`src/cls_consts.vh`:
```
`ifndef CLS_CONSTS_VH
`define CLS_CONSTS_VH
// Load source codes
`define CLS_SRC_NVM        2'h0
`define CLS_SRC_MASTER     2'h1
`define CLS_SRC_PERIPH     2'h2
// Oscillator speed codes carried in the image header
`define CLS_OSC_DEFAULT    2'h0
`define CLS_OSC_LOW        2'h1
`define CLS_OSC_HIGH       2'h2
`define CLS_OSC_OFF        2'h3
// Internal oscillator dividers from ref_clk (250 MHz) per mode, half periods
`define CLS_DIV_DEFAULT    6'h19
`define CLS_DIV_LOW        6'h07
`define CLS_DIV_HIGH       6'h05
// Restart pulse least width, ns, and its cycle count at 4 ns
`define CLS_RESTART_NS     200
`define CLS_CLK_NS         4
`define CLS_RESTART_CYC    ((`CLS_RESTART_NS + `CLS_CLK_NS - 1) / `CLS_CLK_NS)
// Memory clear wait, us, and its cycle count
`define CLS_CLEAR_US       300
`define CLS_CLEAR_CYC      (`CLS_CLEAR_US * 1000 / `CLS_CLK_NS)
// Completion deadlines, ms, as cycle counts
`define CLS_DL_DEF_MS      115
`define CLS_DL_LOW_MS      55
`define CLS_DL_HIGH_MS     25
`define CLS_MS_CYC         (1000000 / `CLS_CLK_NS)
// Post-done activation cycles
`define CLS_DONE_IO_CYC    6'h31
// Sync pattern and image header layout
`define CLS_SYNC_WORD      16'h7e99
`define CLS_HDR_OSC_LSB    0
`define CLS_LEN_W          16
// Counter widths
`define CLS_TMR_W          27
`endif

```
`src/cls_loader.v`:
```
`timescale 1ns/1ps
`include "cls_consts.vh"
// Operation
// Oscillator speed follows the image header
// Start application within per-mode deadline
// Restart needs at least 200 ns low
// User pins on within 49 clocks
// Peripheral counts host clock, else oscillator
// Host waits 300 us while memory clears
// Data bits captured on host clock rise
// Host clock between 1 and 25 MHz
// Clock limits apply after sync pattern
// Oscillator off after configuration finishes
// Done low while loading, high after
module cls_loader #(
    parameter CLEAR_CYC = `CLS_CLEAR_CYC,
    parameter MS_CYC    = `CLS_MS_CYC
) (
    input  wire       ref_clk,
    input  wire       rst_n,
    input  wire [1:0] load_source,
    input  wire       config_restart_n,
    input  wire       host_sck,
    input  wire       host_si,
    input  wire       flash_so,
    output reg        flash_sck,
    output reg        flash_cs_n,
    output reg        config_finished,
    output reg        user_io_pins,
    output reg        load_error,
    output reg  [1:0] osc_mode,
    output reg        img_valid,
    output reg  [7:0] img_byte
);
    // States
    localparam ST_CLEAR = 3'h0;
    localparam ST_SYNC  = 3'h1;
    localparam ST_HDR   = 3'h2;
    localparam ST_LEN   = 3'h3;
    localparam ST_DATA  = 3'h4;
    localparam ST_DONE  = 3'h5;
    localparam ST_FAIL  = 3'h6;

    // Three-stage samplers for pins from other domains
    reg [2:0] rst_sync;     // Restart pin
    reg [2:0] sck_sync;     // Host serial clock
    reg [2:0] si_sync;      // Host serial data
    reg [2:0] so_sync;      // Flash serial data
    reg       rst_lvl_reg;  // Accepted restart level
    reg       sck_lvl_reg;  // Accepted host clock level
    reg       si_lvl_reg;   // Accepted data level
    reg       so_lvl_reg;   // Accepted flash data level
    always @(posedge ref_clk) begin
        if (!rst_n) begin
            rst_sync    <= 3'h7;
            sck_sync    <= 3'h0;
            si_sync     <= 3'h0;
            so_sync     <= 3'h0;
            rst_lvl_reg <= 1'b1;
            sck_lvl_reg <= 1'b0;
            si_lvl_reg  <= 1'b0;
            so_lvl_reg  <= 1'b0;
        end else begin
            rst_sync <= {rst_sync[1:0], config_restart_n};
            sck_sync <= {sck_sync[1:0], host_sck};
            si_sync  <= {si_sync[1:0], host_si};
            so_sync  <= {so_sync[1:0], flash_so};
            // Stage 1 is read only by stage 2; levels move when 2 and 3 agree
            if (rst_sync[2] == rst_sync[1])
                rst_lvl_reg <= rst_sync[2];
            if (sck_sync[2] == sck_sync[1])
                sck_lvl_reg <= sck_sync[2];
            if (si_sync[2] == si_sync[1])
                si_lvl_reg <= si_sync[2];
            if (so_sync[2] == so_sync[1])
                so_lvl_reg <= so_sync[2];
        end
    end
    wire sck_rise = (sck_sync[2] == sck_sync[1]) && sck_sync[2] && !sck_lvl_reg;

    reg [7:0] low_cnt_reg;  // Restart low width
    reg       restart_reg;  // Qualified restart pulse
    // Only a low pulse of the least width restarts; glitches are ignored
    always @(posedge ref_clk) begin
        if (!rst_n) begin
            low_cnt_reg <= 8'h00;
            restart_reg <= 1'b0;
        end else begin
            restart_reg <= 1'b0;
            if (!rst_lvl_reg) begin
                if (low_cnt_reg != 8'hff)
                    low_cnt_reg <= low_cnt_reg + 8'h01;
            end else begin
                if (low_cnt_reg >= `CLS_RESTART_CYC)
                    restart_reg <= 1'b1;
                low_cnt_reg <= 8'h00;
            end
        end
    end

    // Internal oscillator: a divider whose rate the header picks
    reg [5:0] osc_cnt_reg;  // Divider count
    reg       osc_reg;      // Oscillator level
    reg       osc_tick;     // One pulse per oscillator rise
    reg [5:0] osc_half;     // Half period for the current mode
    always @* begin
        case (osc_mode)
            `CLS_OSC_LOW:  osc_half = `CLS_DIV_LOW;
            `CLS_OSC_HIGH: osc_half = `CLS_DIV_HIGH;
            default:       osc_half = `CLS_DIV_DEFAULT;
        endcase
    end
    always @(posedge ref_clk) begin
        if (!rst_n) begin
            osc_cnt_reg <= 6'h00;
            osc_reg     <= 1'b0;
            osc_tick    <= 1'b0;
        end else begin
            osc_tick <= 1'b0;
            if (osc_mode == `CLS_OSC_OFF) begin
                osc_cnt_reg <= 6'h00;
                osc_reg     <= 1'b0;
            end else if (osc_cnt_reg >= osc_half - 6'h01) begin
                osc_cnt_reg <= 6'h00;
                osc_reg     <= !osc_reg;
                osc_tick    <= !osc_reg;
            end else begin
                osc_cnt_reg <= osc_cnt_reg + 6'h01;
            end
        end
    end

    // Bit clock: host clock rise in peripheral mode, else oscillator
    wire periph  = (load_source == `CLS_SRC_PERIPH);
    wire bit_clk = periph ? sck_rise : osc_tick;
    wire bit_in  = periph ? si_lvl_reg : so_lvl_reg;

    // Shift register and FIFO feed
    reg  [2:0] state_reg;
    reg  [2:0] state_next;
    reg  [15:0] shift_reg;   // Last sixteen bits
    reg  [2:0]  bit_cnt_reg; // Bits of current byte
    reg         byte_rdy;    // Whole byte shifted in
    wire        fifo_in_ready;
    wire [7:0]  fifo_data;
    wire        fifo_valid;
    wire        fifo_pop;
    wire        in_frame = (state_reg != ST_CLEAR) && (state_reg != ST_DONE) && (state_reg != ST_FAIL);
    always @(posedge ref_clk) begin
        if (!rst_n || restart_reg) begin
            shift_reg   <= 16'h0000;
            bit_cnt_reg <= 3'h0;
            byte_rdy    <= 1'b0;
        end else begin
            byte_rdy <= 1'b0;
            // A full FIFO stalls the bit clock; the host must not outrun it
            if (bit_clk && in_frame && fifo_in_ready) begin
                shift_reg <= {shift_reg[14:0], bit_in};
                if (state_reg == ST_SYNC) begin
                    bit_cnt_reg <= 3'h0;
                end else begin
                    bit_cnt_reg <= bit_cnt_reg + 3'h1;
                    byte_rdy    <= (bit_cnt_reg == 3'h7);
                end
            end
        end
    end
    wire sync_hit = (state_reg == ST_SYNC) && (shift_reg == `CLS_SYNC_WORD);

    cls_fifo #(.WIDTH(8), .DEPTH(4), .AW(2)) u_fifo (
        .ref_clk   (ref_clk),
        .rst_n     (rst_n && !restart_reg),
        .in_data   (shift_reg[7:0]),
        .in_valid  (byte_rdy),
        .in_ready  (fifo_in_ready),
        .out_data  (fifo_data),
        .out_valid (fifo_valid),
        .out_ready (1'b1)
    );
    assign fifo_pop = fifo_valid;

    // Sequencer counters
    reg [`CLS_TMR_W-1:0] clr_cnt_reg;   // Memory clear wait
    reg [`CLS_TMR_W-1:0] dl_cnt_reg;    // Elapsed since start
    reg [15:0]           len_reg;       // Bytes still to load
    reg                  len_hi_reg;    // Length high byte taken
    reg [5:0]            io_cnt_reg;    // Post-done clocks
    reg [`CLS_TMR_W-1:0] dl_limit;      // Deadline for mode
    reg [31:0]           dl_full;       // Deadline at full product width
    always @* begin
        case (osc_mode)
            `CLS_OSC_LOW:  dl_full = MS_CYC * `CLS_DL_LOW_MS;
            `CLS_OSC_HIGH: dl_full = MS_CYC * `CLS_DL_HIGH_MS;
            default:       dl_full = MS_CYC * `CLS_DL_DEF_MS;
        endcase
        // Largest deadline fits the timer, so the dropped top bits are zero
        dl_limit = dl_full[`CLS_TMR_W-1:0];
    end

    // Next state
    always @* begin
        state_next = state_reg;
        case (state_reg)
            ST_CLEAR: if (clr_cnt_reg >= CLEAR_CYC) state_next = ST_SYNC;
            ST_SYNC:  if (sync_hit) state_next = ST_HDR;
            ST_HDR:   if (fifo_pop) state_next = ST_LEN;
            ST_LEN:   if (fifo_pop && len_hi_reg) state_next = ST_DATA;
            ST_DATA:  if (fifo_pop && len_reg == 16'h0001) state_next = ST_DONE;
            ST_DONE:  state_next = ST_DONE;
            ST_FAIL:  state_next = ST_FAIL;
            default:  state_next = ST_CLEAR;
        endcase
        if (!periph && in_frame && state_next != ST_DONE && dl_cnt_reg >= dl_limit)
            state_next = ST_FAIL;
    end

    // Sequencer registers and outputs
    always @(posedge ref_clk) begin
        if (!rst_n || restart_reg) begin
            state_reg       <= ST_CLEAR;
            clr_cnt_reg     <= {`CLS_TMR_W{1'b0}};
            dl_cnt_reg      <= {`CLS_TMR_W{1'b0}};
            len_reg         <= 16'h0000;
            len_hi_reg      <= 1'b0;
            io_cnt_reg      <= 6'h00;
            osc_mode        <= `CLS_OSC_DEFAULT;
            config_finished <= 1'b0;
            user_io_pins    <= 1'b0;
            load_error      <= 1'b0;
            flash_cs_n      <= 1'b1;
            flash_sck       <= 1'b0;
            img_valid       <= 1'b0;
            img_byte        <= 8'h00;
        end else begin
            state_reg  <= state_next;
            img_valid  <= 1'b0;
            if (state_reg == ST_CLEAR)
                clr_cnt_reg <= clr_cnt_reg + 1'b1;
            if (in_frame || state_reg == ST_CLEAR)
                dl_cnt_reg <= dl_cnt_reg + 1'b1;
            // Flash selected from the clear wait on, so its first bit settles before the first clock
            flash_cs_n <= !(load_source == `CLS_SRC_MASTER && (in_frame || state_reg == ST_CLEAR));
            flash_sck  <= (load_source == `CLS_SRC_MASTER && in_frame) ? osc_reg : 1'b0;
            if (fifo_pop) begin
                case (state_reg)
                    ST_HDR:  osc_mode <= fifo_data[`CLS_HDR_OSC_LSB +: 2];
                    ST_LEN: begin
                        len_reg    <= {len_reg[7:0], fifo_data};
                        len_hi_reg <= 1'b1;
                    end
                    ST_DATA: begin
                        len_reg   <= len_reg - 16'h0001;
                        img_byte  <= fifo_data;
                        img_valid <= 1'b1;
                    end
                    default: len_hi_reg <= len_hi_reg;
                endcase
            end
            if (state_next == ST_FAIL)
                load_error <= 1'b1;
            if (state_next == ST_DONE) begin
                config_finished <= 1'b1;
                osc_mode        <= `CLS_OSC_OFF;
            end
            // Activation counter after done; host clock keeps it going in peripheral mode
            if (config_finished && !user_io_pins) begin
                if (periph ? sck_rise : 1'b1) begin
                    io_cnt_reg <= io_cnt_reg + 6'h01;
                    if (io_cnt_reg >= `CLS_DONE_IO_CYC - 6'h02)
                        user_io_pins <= 1'b1;
                end
            end
        end
    end
endmodule

```
`src/cls_fifo.v`:
```
`timescale 1ns/1ps
// Small word FIFO between the bit shifter and the image writer
module cls_fifo #(
    parameter WIDTH = 8,
    parameter DEPTH = 4,
    parameter AW    = 2
) (
    input  wire             ref_clk,
    input  wire             rst_n,
    input  wire [WIDTH-1:0] in_data,
    input  wire             in_valid,
    output wire             in_ready,
    output wire [WIDTH-1:0] out_data,
    output wire             out_valid,
    input  wire             out_ready
);
    reg [WIDTH-1:0] mem [0:DEPTH-1]; // Storage
    reg [AW-1:0]    wr_reg;          // Write pointer
    reg [AW-1:0]    rd_reg;          // Read pointer
    reg [AW:0]      cnt_reg;         // Fill level
    wire push = in_valid && in_ready;
    wire pop  = out_valid && out_ready;
    assign in_ready  = (cnt_reg != DEPTH[AW:0]);
    assign out_valid = (cnt_reg != {(AW+1){1'b0}});
    assign out_data  = mem[rd_reg];
    // Pointers and level
    always @(posedge ref_clk) begin
        if (!rst_n) begin
            wr_reg  <= {AW{1'b0}};
            rd_reg  <= {AW{1'b0}};
            cnt_reg <= {(AW+1){1'b0}};
        end else begin
            if (push) begin
                mem[wr_reg] <= in_data;
                wr_reg      <= wr_reg + 1'b1;
            end
            if (pop)
                rd_reg <= rd_reg + 1'b1;
            if (push && !pop)
                cnt_reg <= cnt_reg + 1'b1;
            else if (pop && !push)
                cnt_reg <= cnt_reg - 1'b1;
        end
    end
endmodule

```
`config.mk`:
```
export PLATFORM = sky130hd
export DESIGN_NAME = cls_loader
export DESIGN_NICKNAME = d
export VERILOG_FILES = /design/src/cls_loader.v /design/src/cls_fifo.v
export VERILOG_INCLUDE_DIRS = /design/src
export SDC_FILE = /design/constraint.sdc
export NUM_CORES = 1
export LEC_CHECK = 0
export BUFFER_PORTS_ARGS = -buffer_cell sky130_fd_sc_hd__buf_2
export CAP_MARGIN = 20
export CORE_MARGIN = 8
export CORE_UTILIZATION = 40
export CTS_CLUSTER_SIZE = 20
export DETAILED_ROUTE_END_ITERATION = 8
export GPL_TIMING_DRIVEN = 0
export SYNTH_ARGS = -nofsm -noshare
export SYNTH_HDL_FRONTEND = slang
export SYNTH_HIERARCHICAL = 1
export SYNTH_SLANG_ARGS = --single-unit
```
`constraint.sdc`:
```
create_clock -name ref_clk -period 2.9 [get_ports ref_clk]
set_input_delay 0.29 -clock ref_clk [delete_from_list [all_inputs] [get_ports ref_clk]]
set_output_delay 0.29 -clock ref_clk [all_outputs]
set_load 0.02 [all_outputs]
```
==> metrics.md <==
| Metric | Value |
|---|---|
| Status | finished clean |
| Yosys reg bits | 190 |
| Synth Cell Area | 0.008672 mm2 |
| Reg2reg start | osc_mode[0]$_SDFFE_PN0P_ |
| I/O Buffers | 23 |
| Post-synthesis xor/xnor area fraction | 6.464% |
| Mux share of post-synthesis cell area | 4.862% |
| Residual DRC count | 0 |
| Worst skew pair latency | around 0.44 ns |
| Die height | 163.2 um |
| Hold crit path type | in -> reg |
| Boundary pin count | 24 |
| Area grow syn2layout | 12.81% |
| Setup slack after layout | between 0.15 and 0.2 ns |
| Die area | roughly 0.027 mm2 |
| Final wirelength | 18.43 mm |
| Synth Area in Simple Gates | between 20 and 25% |
| Final hold viol count | 0 |
| Area fraction in compound gates after synthesis | 9.739% |
| Top cells by area, synth | dfxtp_1 (36%), edfxtp_1 (11%), ha_1 (6.2%), nor2_1 (5.3%), xnor2_1 (3.6%) |
| Largest net degree at the start of global routing | 22 |
| CTS sink cnt | 190 |
| Post-layout util | 45.39% |
| Combinational family with the most area after synthesis | simple AND/OR/NAND/NOR gates |
| Place WS | -0.3274 ns |
| Critical Path Fanout Max | 8 |
| First-pass GRT wire length | just over 30 mm |
| Total CTS buffers | 17 |
| Comb power frac | under 10% |
| P_leak | between 3 and 4 nW |
| Clk pwr share | 45.9% |
| CP startpoint kind | register |
| Fin. max-slew vios | 0 |
| Pwr/cell area | approximately 530 mW/mm2 |
| Hold Worst Slack | 0.03520 ns |
| Die width | 163.2 um |
| # rows | 54 |
| Main synth FF type | dfxtp_1 |
| Placer Congestion | 0.8003 |
| Avg Cell Area, Syn | 9.416 um2 |
| Initial Util | 40.24% |
| Most frequent cell after synthesis | dfxtp_1 |
| Post-Syn Instances | 921 |
| Setup TNS | 0 ns |
| Crit path kind | reg -> reg |
| Layout cell share with drive strength beyond 1 | 8.504% |
| Async SR Flop Fraction | 0% |
| Cell variety after synth | 63 |
| Max reg flops | 32 |
| Int Pwr | 0.003900 W |
| Drt wl/cell | 14.67 um |
| Max cap viols | 0 |
| Area share of fa/ha/maj cells after synthesis | 6.435% |
| Period minus WS final | 2.702 ns |
| Tot GR Track Use | 14.26% |
| Fillers | 2066 |
| Net Sw Frac | between 20% and 30% |
| Crit. End Element | register |
| DRT antenna net count | 0 |
| Crit path arrival time | about 3 ns |
| Vias per Instance | 5.221 |
| DP HPWL | 12.78 mm |
| Fin crit share | between 90% and 100% |
| Worst Setup SP | osc_mode[0]$_SDFFE_PN0P_ |
| Clock slew at reported path FFs | around 0.07 ns |
| Vias in the first global route | 6211 |
| Drt initial violations | about 400 |
| Req. time, crit path | 3.25 ns |
| Congestion Overflow GR | 0 |
| Final setup viols | 0 |
| Ys Warns | 6 |
| Pwr Total | 0.005177 W |
| Max IR drop VDD | 0.0002683 V |
| Core Area | 0.02155 mm2 |
| Yosys top cell by area | dfxtp_1 |
| Tightest Pin Transition | 0.7700 ns |
| Register area share after synthesis | around 48% |
| Switch Pwr | 0.001277 W |
| CTS tree | built |
| Synth top cells by count | dfxtp_1 (158), nor2_1 (123), nand2_1 (80) |
| Hold_sp | config_restart_n |
| Relative slew margins | between 40% and 50% |
| Post-cts hold buffer count | 0 |
| Post-synth top area share | roughly 36% |
| Max Buffers Root-to-Sink | 2 |
| Layout Skew | 0.009706 ns |
| Root Buffer | clkbuf_16 |
| Post-layout nets | between 1000 and 1500 |
| DR pass1 iterations | 6 |
| Antenna diodes | 0 |
| Vias | around 6600 |
| Antenna violations before repair | 0 |
| Fmax | 0.3701 GHz |
| Number of enable flip-flop cells after synthesis | 32 |
| Register share of total power | 52.2% |
| Htree depth | 4 |
-- critical path, stage by stage, from the launching register on --
cell and delay (ns):
dfxtp_2 0.38, inv_1 0.10, ha_4 0.34, inv_1 0.13, ha_1 0.35, a2111oi_4 0.37, nand3_1 0.14, nor3_1 0.17
o211ai_1 0.21, and3_1 0.22, a211oi_1 0.20
-- layout make-up --
cell class                 instances  area [um2]  share of cell area, %
tap                              280       350.3                  3.581
buffer                            33       136.4                  1.394
sequential                       190        4125                  42.17
clock inverter                    15       186.4                  1.906
inverter                          36       135.1                  1.381
timing repair buffer              23       115.1                  1.177
clock buffer                      17       425.4                  4.348
multi-input combinational        662        4309                  44.05
-- cells by family (layout without fill, tap and decap cells) --
family / Yosys count / in the layout
xor+xnor: 64 / 64
buf+inv: 70 / 124
flops: 190 / 190
mux: 32 / 32
other cells: 1 / 2
fa+ha+maj: 44 / 44
simple gates: 381 / 381
compound gates: 139 / 139
-- power by group through the flow --
| stage | combinational (W) | sequential (W) | clock, W |
|---|---|---|---|
| after floorplan | 0.0000677 | 0.00276 | 0 |
| after global placement | 0.000103 | 0.00276 | 0 |
| after detailed placement | 0.000104 | 0.00276 | 0 |
| after CTS | 0.000105 | 0.00270 | 0.00243 |
| after global routing | 0.000117 | 0.00270 | 0.00254 |
| final | 0.000103 | 0.00270 | 0.00237 |
-- layer usage --
layer	track usage (%)	share of wire, %	up-vias
li1	-	-	3328
met1	18.92	49	3089
met2	22.76	46	117
met3	2.923	3.5	23
met4	4.754	1.5	0
met5	0	0	-
-- cell usage in the layout (no fill, tap or decap), types with 11 or more instances in the layout --
cell type,instances
clkbuf_16,17
or3_1,12
a21oi_1,62
and3_1,14
nor2_1,123
xor2_1,28
nand2_1,80
nand4_1,23
dfxtp_1,157
buf_2,26
nand3_1,32
and2_1,16
xnor2_1,36
o21ai_0,32
nor4_1,11
nor3_1,30
mux2i_1,23
ha_1,42
inv_1,36
clkbuf_1,26
edfxtp_1,32
-- through the flow --
step / cells / area (um2)
after floorplan: 922 / 8676
after CTS: 1257 / 9762
after global routing: 1256 / 9783
after global placement: 1225 / 9141
after detailed placement: 1225 / 9141
final: 1256 / 9783
-- worst paths after layout --
| path | to | slack [ns] | cells after the start |
|---|---|---|---|
| worst max-delay path | state_reg[0]$_SDFF_PN0_ | 0.20 | 10 |
| worst min-delay path | rst_sync[0]$_SDFF_PN1_ | 0.04 | 2 |
| worst max register to register | state_reg[0]$_SDFF_PN0_ | 0.20 | 10 |
| worst min register to register | rst_sync[1]$_SDFF_PN1_ | 0.41 | 1 |
-- what timing repair did --
| action | 4_1_cts | 5_1_grt |
|---|---|---|
| endpoints found under the setup margin | 4 | 13 |
| pin swaps | 0 | 1 |
| resized for setup | 3 | 5 |
| buffers inserted | 0 | 0 |
(Power assumes the default switching activity.)
